**config.mk**
```make
export PLATFORM = sky130hd
export DESIGN_NAME = lvts_top
export DESIGN_NICKNAME = d
export VERILOG_FILES = /design/src/lvts_top.v
export VERILOG_INCLUDE_DIRS = /design/src
export SDC_FILE = /design/constraint.sdc
export NUM_CORES = 1
export LEC_CHECK = 0
export BUFFER_PORTS_ARGS = -buffer_cell sky130_fd_sc_hd__buf_2
export CORE_AREA = 2 2 152 154
export DETAILED_ROUTE_END_ITERATION = 8
export DIE_AREA = 0 0 154 156
export PLACE_DENSITY = 0.58
export SLEW_MARGIN = 15
export SYNTH_ARGS = -nofsm -noshare
export SYNTH_HDL_FRONTEND = slang
export SYNTH_SLANG_ARGS = --single-unit
```
**constraint.sdc**
```tcl
create_clock -name aclk -period 2.5 [get_ports aclk]
set_input_delay 0.75 -clock aclk [delete_from_list [all_inputs] [get_ports aclk]]
set_output_delay 0.75 -clock aclk [all_outputs]
set_load 0.05 [all_outputs]
```
**src/lvts_defs.vh**
```
// constants for the lcd vertical timing and screen address block
`ifndef LVTS_DEFS_VH
`define LVTS_DEFS_VH
// register indices; the byte address is four times the index
`define LVTS_IDX_VBLANK     8'h0a
`define LVTS_IDX_ACRATE     8'h0b
`define LVTS_IDX_S1_LO      8'h0c
`define LVTS_IDX_S1_HI      8'h0d
`define LVTS_IDX_S2_LO      8'h0e
`define LVTS_IDX_S2_HI      8'h0f
`define LVTS_IDX_TOPBIT     8'h10
`define LVTS_IDX_LOFS       8'h11
`define LVTS_IDX_S1H_LO     8'h12
`define LVTS_IDX_S1H_HI     8'h13
`define LVTS_IDX_IRQ_STAT   8'h20
`define LVTS_IDX_IRQ_EN     8'h21
`define LVTS_IDX_IRQ_CLR    8'h22
`define LVTS_IDX_CTRL       8'h23
// field positions
`define LVTS_VB_FLAG_BIT    7
`define LVTS_CTRL_ROT_BIT   0
`define LVTS_CTRL_PAS_BIT   1
`define LVTS_CTRL_EN_BIT    2
// reset values
`define LVTS_RST_VBLANK     6'h00
`define LVTS_RST_ACRATE     6'h00
`define LVTS_RST_CTRL       3'h2
`define LVTS_RST_S1H        10'h3ff
`define LVTS_RST_PANEL      10'h0ef
// axi responses
`define LVTS_RESP_OKAY      2'h0
`define LVTS_RESP_SLVERR    2'h2
// interrupt status bits
`define LVTS_IRQ_VB_START   0
`define LVTS_IRQ_FRAME      1
`define LVTS_IRQ_W          2
`endif

```
**src/lvts_top.v**
```verilog
// lcd vertical timing, ac modulation and screen start address logic
//
// Overview of operation
// - top bit of the vertical non-display register reads one during blanking.
// - vertical non-display lasts exactly the six-bit period field in lines.
// - rate field zero toggles ac modulation output on every frame pulse.
// - nonzero rate field toggles ac modulation after field plus one line pulses.
// - modulation rate applies only to passive panels, none for active matrix.
// - screen 1 start is a word address landscape, byte address rotated.
// - overflow bit 0 is screen 1 address bit 16, rotated mode only.
// - screen 2 start is used in landscape only, ignored when rotated.
// - landscape adds eight-bit word offset between line end and next line start.
// - nonzero line offset makes a virtual image wider than the panel.
// - line offset ignored in rotated modes; line byte count governs there.
// - screen 1 on lines zero to n, screen 2 on the rest.
//
// Added by the designer: the AXI4-Lite register port.
`timescale 1ns/1ps
`include "lvts_defs.vh"

module lvts_top
(
  // clock and reset
  input  wire        aclk,
  input  wire        aresetn,
  // axi4-lite write address
  input  wire [7:0]  s_axi_awaddr,
  input  wire        s_axi_awvalid,
  output reg         s_axi_awready,
  // axi4-lite write data
  input  wire [31:0] s_axi_wdata,
  input  wire [3:0]  s_axi_wstrb,
  input  wire        s_axi_wvalid,
  output reg         s_axi_wready,
  // axi4-lite write response
  output reg  [1:0]  s_axi_bresp,
  output reg         s_axi_bvalid,
  input  wire        s_axi_bready,
  // axi4-lite read address
  input  wire [7:0]  s_axi_araddr,
  input  wire        s_axi_arvalid,
  output reg         s_axi_arready,
  // axi4-lite read data
  output reg  [31:0] s_axi_rdata,
  output reg  [1:0]  s_axi_rresp,
  output reg         s_axi_rvalid,
  input  wire        s_axi_rready,
  // timing from the controller core
  input  wire        line_pulse,
  input  wire        frame_pulse,
  input  wire [9:0]  panel_last_line,
  // panel and fetch side
  output reg         ac_modulation_output,
  output reg         vblank_active,
  output reg         lower_screen_sel,
  output reg  [16:0] screen_start_addr,
  output reg  [7:0]  line_offset_words,
  // interrupt
  output reg         irq
);
  // ==========================================================
  // register storage
  reg [5:0]  vblank_period_r;
  reg [5:0]  ac_rate_r;
  reg [15:0] s1_start_r;
  reg [15:0] s2_start_r;
  reg        s1_top_bit_r;
  reg [7:0]  line_ofs_r;
  reg [9:0]  s1_height_r;
  reg [2:0]  ctrl_r;
  reg [1:0]  irq_stat_r;
  reg [1:0]  irq_en_r;
  wire rotated = ctrl_r[`LVTS_CTRL_ROT_BIT];
  wire passive = ctrl_r[`LVTS_CTRL_PAS_BIT];
  wire run     = ctrl_r[`LVTS_CTRL_EN_BIT];
  // ==========================================================
  // axi write channel
  reg        aw_held_r;
  reg        w_held_r;
  reg [7:0]  aw_addr_r;
  reg [31:0] w_data_r;
  reg        w_lane0_r;
  wire [7:0] aw_eff   = aw_held_r ? aw_addr_r : s_axi_awaddr;
  wire [31:0] w_eff   = w_held_r ? w_data_r : s_axi_wdata;
  wire       lane0    = w_held_r ? w_lane0_r : s_axi_wstrb[0];
  wire       aw_have  = aw_held_r | (s_axi_awvalid & s_axi_awready);
  wire       w_have   = w_held_r | (s_axi_wvalid & s_axi_wready);
  wire       do_write = aw_have & w_have & ~s_axi_bvalid;
  wire [5:0] wr_idx   = aw_eff[7:2];
  wire       wr_mapped = (wr_idx >= `LVTS_IDX_VBLANK) && (wr_idx <= `LVTS_IDX_CTRL) &&
                         !((wr_idx > `LVTS_IDX_S1H_HI) && (wr_idx < `LVTS_IDX_IRQ_STAT));
  wire       wr_en    = do_write & lane0;
  wire       clr_wr   = wr_en && wr_idx == `LVTS_IDX_IRQ_CLR;

  // address and data are accepted independently, one write in flight
  always @(posedge aclk)
  begin
    if (!aresetn)
    begin
      s_axi_awready <= 1'b0;
      s_axi_wready  <= 1'b0;
      s_axi_bvalid  <= 1'b0;
      s_axi_bresp   <= `LVTS_RESP_OKAY;
      aw_held_r     <= 1'b0;
      w_held_r      <= 1'b0;
      aw_addr_r     <= 8'h00;
      w_data_r      <= 32'h00000000;
      w_lane0_r     <= 1'b0;
    end
    else
    begin
      if (s_axi_awvalid & s_axi_awready)
      begin
        aw_addr_r <= s_axi_awaddr;
      end
      if (s_axi_wvalid & s_axi_wready)
      begin
        w_data_r  <= s_axi_wdata;
        w_lane0_r <= s_axi_wstrb[0];
      end
      if (do_write)
      begin
        aw_held_r    <= 1'b0;
        w_held_r     <= 1'b0;
        s_axi_bvalid <= 1'b1;
        s_axi_bresp  <= wr_mapped ? `LVTS_RESP_OKAY : `LVTS_RESP_SLVERR;
      end
      else
      begin
        aw_held_r <= aw_have;
        w_held_r  <= w_have;
      end
      if (s_axi_bvalid & s_axi_bready)
      begin
        s_axi_bvalid <= 1'b0;
      end
      // ready low while a half is parked or the response waits
      s_axi_awready <= ~aw_have & ~s_axi_bvalid & ~do_write & ~s_axi_awready;
      s_axi_wready  <= ~w_have & ~s_axi_bvalid & ~do_write & ~s_axi_wready;
    end
  end

  // ==========================================================
  // register writes; only byte lane 0 carries data
  always @(posedge aclk)
  begin
    if (!aresetn)
    begin
      vblank_period_r <= `LVTS_RST_VBLANK;
      ac_rate_r       <= `LVTS_RST_ACRATE;
      s1_start_r      <= 16'h0000;
      s2_start_r      <= 16'h0000;
      s1_top_bit_r    <= 1'b0;
      line_ofs_r      <= 8'h00;
      s1_height_r     <= `LVTS_RST_S1H;
      ctrl_r          <= `LVTS_RST_CTRL;
      irq_en_r        <= 2'h0;
    end
    else if (wr_en)
    begin
      case (wr_idx)
        `LVTS_IDX_VBLANK:  vblank_period_r   <= w_eff[5:0]; // status bit is not writable
        `LVTS_IDX_ACRATE:  ac_rate_r         <= w_eff[5:0];
        `LVTS_IDX_S1_LO:   s1_start_r[7:0]   <= w_eff[7:0];
        `LVTS_IDX_S1_HI:   s1_start_r[15:8]  <= w_eff[7:0];
        `LVTS_IDX_S2_LO:   s2_start_r[7:0]   <= w_eff[7:0];
        `LVTS_IDX_S2_HI:   s2_start_r[15:8]  <= w_eff[7:0];
        `LVTS_IDX_TOPBIT:  s1_top_bit_r      <= w_eff[0];
        `LVTS_IDX_LOFS:    line_ofs_r        <= w_eff[7:0];
        `LVTS_IDX_S1H_LO:  s1_height_r[7:0]  <= w_eff[7:0];
        `LVTS_IDX_S1H_HI:  s1_height_r[9:8]  <= w_eff[1:0];
        `LVTS_IDX_IRQ_EN:  irq_en_r          <= w_eff[1:0];
        `LVTS_IDX_CTRL:    ctrl_r            <= w_eff[2:0];
        default:           ctrl_r            <= ctrl_r;
      endcase
    end
  end

  // ==========================================================
  // line counter and vertical non-display period
  reg [9:0] line_cnt_r;
  reg [5:0] vb_cnt_r;
  reg       in_vb_r;
  // active lines run to panel_last_line, then exactly period lines of blanking
  // a zero period gives no blanking at all
  always @(posedge aclk)
  begin
    if (!aresetn)
    begin
      line_cnt_r <= 10'h000;
      vb_cnt_r   <= 6'h00;
      in_vb_r    <= 1'b0;
    end
    else if (!run)
    begin
      line_cnt_r <= 10'h000;
      vb_cnt_r   <= 6'h00;
      in_vb_r    <= 1'b0;
    end
    else if (line_pulse)
    begin
      if (in_vb_r)
      begin
        if (vb_cnt_r == vblank_period_r - 6'h01)
        begin
          in_vb_r    <= 1'b0;
          line_cnt_r <= 10'h000;
        end
        vb_cnt_r <= vb_cnt_r + 6'h01;
      end
      else if (line_cnt_r == panel_last_line)
      begin
        line_cnt_r <= 10'h000;
        vb_cnt_r   <= 6'h00;
        in_vb_r    <= (vblank_period_r != 6'h00);
      end
      else
      begin
        line_cnt_r <= line_cnt_r + 10'h001;
      end
    end
  end

  // ==========================================================
  // ac modulation toggle, passive panels only
  reg [5:0] ac_cnt_r;
  always @(posedge aclk)
  begin
    if (!aresetn)
    begin
      ac_cnt_r             <= 6'h00;
      ac_modulation_output <= 1'b0;
    end
    else if (!passive)
    begin
      // held low: no meaning on active matrix panels
      ac_cnt_r             <= 6'h00;
      ac_modulation_output <= 1'b0;
    end
    else if (ac_rate_r == 6'h00)
    begin
      ac_cnt_r <= 6'h00;
      if (frame_pulse)
      begin
        ac_modulation_output <= ~ac_modulation_output;
      end
    end
    else if (line_pulse)
    begin
      if (ac_cnt_r >= ac_rate_r)
      begin
        ac_cnt_r             <= 6'h00;
        ac_modulation_output <= ~ac_modulation_output;
      end
      else
      begin
        ac_cnt_r <= ac_cnt_r + 6'h01;
      end
    end
  end

  // ==========================================================
  // screen selection and start address outputs
  always @(posedge aclk)
  begin
    if (!aresetn)
    begin
      vblank_active     <= 1'b0;
      lower_screen_sel  <= 1'b0;
      screen_start_addr <= 17'h00000;
      line_offset_words <= 8'h00;
    end
    else
    begin
      vblank_active <= in_vb_r;
      // split only in landscape; rotated always shows screen 1
      lower_screen_sel <= ~rotated & ~in_vb_r & (line_cnt_r > s1_height_r);
      if (rotated)
      begin
        screen_start_addr <= {s1_top_bit_r, s1_start_r}; // byte address
      end
      else if (~in_vb_r & (line_cnt_r > s1_height_r))
      begin
        screen_start_addr <= {1'b0, s2_start_r};
      end
      else
      begin
        screen_start_addr <= {1'b0, s1_start_r}; // word address
      end
      // offset forms a virtual image; none in rotated mode
      line_offset_words <= rotated ? 8'h00 : line_ofs_r;
    end
  end

  // ==========================================================
  // interrupt status: set beats clear in the same cycle
  reg  in_vb_d_r;
  wire [1:0] irq_set = {frame_pulse, in_vb_r & ~in_vb_d_r};
  always @(posedge aclk)
  begin
    if (!aresetn)
    begin
      in_vb_d_r  <= 1'b0;
      irq_stat_r <= 2'h0;
      irq        <= 1'b0;
    end
    else
    begin
      in_vb_d_r  <= in_vb_r;
      irq_stat_r <= (irq_stat_r & ~(clr_wr ? w_eff[1:0] : 2'h0)) | irq_set;
      irq        <= |(irq_stat_r & irq_en_r);
    end
  end

  // ==========================================================
  // axi read channel, answer one cycle after the address
  wire [5:0] rd_idx = s_axi_araddr[7:2];
  reg  [7:0] rd_byte;
  reg        rd_ok;
  always @*
  begin
    rd_byte = 8'h00;
    rd_ok   = 1'b1;
    case (rd_idx)
      `LVTS_IDX_VBLANK:   rd_byte = {in_vb_r, 1'b0, vblank_period_r};
      `LVTS_IDX_ACRATE:   rd_byte = {2'h0, ac_rate_r};
      `LVTS_IDX_S1_LO:    rd_byte = s1_start_r[7:0];
      `LVTS_IDX_S1_HI:    rd_byte = s1_start_r[15:8];
      `LVTS_IDX_S2_LO:    rd_byte = s2_start_r[7:0];
      `LVTS_IDX_S2_HI:    rd_byte = s2_start_r[15:8];
      `LVTS_IDX_TOPBIT:   rd_byte = {7'h00, s1_top_bit_r};
      `LVTS_IDX_LOFS:     rd_byte = line_ofs_r;
      `LVTS_IDX_S1H_LO:   rd_byte = s1_height_r[7:0];
      `LVTS_IDX_S1H_HI:   rd_byte = {6'h00, s1_height_r[9:8]};
      `LVTS_IDX_IRQ_STAT: rd_byte = {6'h00, irq_stat_r};
      `LVTS_IDX_IRQ_EN:   rd_byte = {6'h00, irq_en_r};
      `LVTS_IDX_IRQ_CLR:  rd_byte = 8'h00; // write-only
      `LVTS_IDX_CTRL:     rd_byte = {5'h00, ctrl_r};
      default:            rd_ok   = 1'b0;
    endcase
  end

  always @(posedge aclk)
  begin
    if (!aresetn)
    begin
      s_axi_arready <= 1'b0;
      s_axi_rvalid  <= 1'b0;
      s_axi_rdata   <= 32'h00000000;
      s_axi_rresp   <= `LVTS_RESP_OKAY;
    end
    else
    begin
      if (s_axi_arvalid & s_axi_arready)
      begin
        s_axi_rvalid <= 1'b1;
        s_axi_rdata  <= {24'h000000, rd_byte};
        s_axi_rresp  <= rd_ok ? `LVTS_RESP_OKAY : `LVTS_RESP_SLVERR;
      end
      else if (s_axi_rvalid & s_axi_rready)
      begin
        s_axi_rvalid <= 1'b0;
      end
      s_axi_arready <= ~s_axi_arready & ~s_axi_rvalid & s_axi_arvalid;
    end
  end

endmodule // lvts_top

```
==> run summary <==
• post-cts gate resize count: 0
• I/O pin count: 141
• vias post-DR: 6128
• cell type group with the largest total delay on the critical path: simple AND/OR/NAND/NOR gates
• Max-cap violations: 0
• setup ws final: 314.6 ps
• initial antenna violation count: 1
• cell with the largest stage delay on the worst path: or4_1
• area of the mapped netlist: 7687 µm²
• Final setup violation count: 0
• worst endpoint required time: 2840 ps
• CTS tree: done
• Main synth FF type: dfxtp_1
• Root Driver: clkbuf_16
• fill count: 2211
• # H-tree levels: 4
• maximum achievable frequency: 0.4576 GHz
• top library cells by usage in the layout, fill and taps aside: 154 x dfxtp_1, 125 x nand2_1, 93 x mux2i_1, 83 x buf_2, 36 x buf_4
• hold bufs inserted after CTS: 0
• largest buffer count on any clock path: 2
• number of slew-limit violations in the final report: 0
• mean routed wirelength per cell: 15.79 µm
• synthesized instance count: 828
• biggest cell delay along the critical path: 520 ps
• post-detailed-route DRC marker count: 0
• final net count: 1025
• crit end category: flip-flop
• worst setup path class: reg2reg
• data arrival at the endpoint of the critical path: 2520 ps
• yosys synthesis warning count: 0
• Util after Layout: 0.4100
• maximum fanout along the worst path: 17
• CTS sink cnt: 154
• number of different library cells in the post-synthesis netlist: 62
• number of synthesized register bits: 154
• Clk pin slew, worst setup/hold paths: 70 ps
• Setup Buffers After CTS: 0
• proportion of register bits with asynchronous set or reset after synthesis: 0
• number of optimization iterations in the first detailed-route pass: 5
• setup repair after global routing missed its margin: false
• Hold Fails Final Rpt: 0
• number of enable flip-flop cells after synthesis: 0
• total global routing track utilization: 0.1653
• skew final: 17.52 ps
• fraction of layout instances using a drive strength above 1: 0.1956
• buffers plus inverters on the worst setup path: 2
• routed via count divided by cell count: 4.974
• kind of launch point of the worst setup path: flip-flop
• residual antenna-violating net count after detailed routing: 0
• outcome: finished clean
• Post-Place Worst Slack: 59.76 ps
• last weighted congestion value of the routability-driven placer: 0.8203
• CTS buffer count: 17
• via count of the first global-routing pass: 5863
• clock network latency to the later pin of the worst-skew pair: 430 ps
• cells traversed along the worst timing path: inv_1, ha_1, nand3_1, or4_1, o211ai_1, o31ai_4, buf_12, mux2i_1
• most common cell after layout, fill and taps aside: dfxtp_1
• Cell Pwr Density: 627.5 nW/µm²
• Setup TNS: 0 ps
• floorplan core area: 22370 µm²
• sequential area share after synthesis: 0.4010
• LEAKAGE: 4.221 nW
• class of the tightest hold or removal check: reg2reg
• Chip Height: 156 µm
• routed wire length: 19460 µm
• number of port buffers: 83
• min cycle time layout: 2185 ps
• Starting Density: 0.3437
• normalized max-slew margin: 0.4602
• DRC marker count from the first detailed-route iteration: 351
• Site Rows: 55
• hold_ws: 457.1 ps
• post-detail-place hpwl: 14390 µm
• first-pass GRT wire length: 31260 µm
• Max VDD drop: 0.4548 mV
• Synth-to-Final Area Change: 19.27%
• horizontal extent of the die: 154 µm
• Remaining Overflow, GRT: 0
• total die area: 24020 µm²
• post-route fraction of the period consumed by the critical path: 0.8741
• synthesized area divided by synthesized cell count: 9.284 µm²
• Worst Max-Slew Pin Slew: 806.0 ps
• largest net degree at the start of global routing: 111
## stage by stage
stage	power, mW	cells	cell area, µm²
after floorplan	2.948	853	7781
after global placement	3.072	1199	8543
after detailed placement	3.077	1199	8543
after CTS	5.822	1231	9166
after global routing	5.975	1231	9166
final	5.753	1232	9169
## layout make-up
cell class | instances | area [µm²] | share of cell area
Multi-Input combinational cell | 607 | 4258 | 0.4644
Sequential cell | 154 | 3083 | 0.3362
Timing Repair Buffer | 121 | 725.7 | 0.07915
Clock buffer | 19 | 442.9 | 0.04831
Tap cell | 285 | 356.6 | 0.03889
Clock inverter | 13 | 180.2 | 0.01965
Inverter | 32 | 120.1 | 0.01310
Antenna cell | 1 | 2.502 | 0.0002729
## cells by family (layout without fill, tap and decap cells)
kind of cell	Yosys count	count (layout)	synth area share
muxes	108	108	0.1533
other	1	27	0.0004878
xor gates and xnor gates	22	22	0.02506
buffers and inverters	92	185	0.05908
AOI/OAI and AO/OA	131	131	0.1257
adders and majority gates	21	21	0.03418
DFF	154	154	0.4010
and+or+nand+nor	299	299	0.2012
## flip-flops by register name, indices dropped and copies added, names as in the netlist, 2 cells and up
| name | count |
|---|---|
| w_data_r | 8 |
| vb_cnt_r | 6 |
| ac_rate_r | 6 |
| irq_en_r | 2 |
| line_offset_words | 8 |
| s1_height_r | 10 |
| s_axi_rdata | 8 |
| ctrl_r | 3 |
| s2_start_r | 16 |
| screen_start_addr | 17 |
| line_ofs_r | 8 |
| aw_addr_r | 6 |
| vblank_period_r | 6 |
| s1_start_r | 16 |
| irq_stat_r | 2 |
| line_cnt_r | 10 |
| ac_cnt_r | 6 |
## routing by layer
metal  vias up  global-route usage  part of all wire
met3        15             0.03417             0.041
li1       3086                   -                 -
met5         -                   0                 0
met2       139              0.2629              0.46
met1      2888              0.2236              0.49
met4         0             0.05607             0.013
## worst paths after layout
check	from	to	slack, ps	cells past startpoint
max	s1_height_r[9]	screen_start_addr[9]	310	8
min	s_axi_arready	s_axi_arready	460	1
max reg2reg	s1_height_r[9]	screen_start_addr[9]	310	8
min reg2reg	s_axi_arready	s_axi_arready	460	1
## report_power, final
part / leakage, nW / switching (mW) / internal, mW
Sequential: 1.24 / 0.0246 / 2.48
Combinational: 2.68 / 0.359 / 0.156
Clock: 0.299 / 1.10 / 1.63
## cell usage after synthesis, types with 3 or more instances
cell      number  area, µm²
mux2i_1       93      930.9
o21a_1         4      30.03
a22oi_1       15      112.6
o211ai_1      13      97.59
buf_4         26      195.2
nor2b_1       23      143.9
mux2_2         8      90.09
inv_1         32      120.1
mux4_2         7      157.7
o21ai_0       20      100.1
nor2_1        28      105.1
a21o_1         6      45.04
nand2_1      125      469.2
dfxtp_1      154       3083
nand3b_1      10      75.07
nand4_1        9      56.30
or3_1          6      37.54
a221oi_1       4      35.03
o211a_1        3      30.03
a22o_1        12      105.1
buf_1          4      15.01
nand2_4        4      45.04
and3_1         6      37.54
nor3_1        13      65.06
nor3b_1        6      45.04
clkbuf_1      21      78.83
nand3_1       28      140.1
and2_1        17      106.4
ha_1          21      262.8
nand2b_1      10      62.56
buf_2          9      45.04
a21oi_1       12      60.06
a21boi_0      18      135.1
xor2_1        17      148.9
xnor2_1        5      43.79
o21ai_1        4      20.02
No activity file was read; power rests on OpenSTA's default activity.
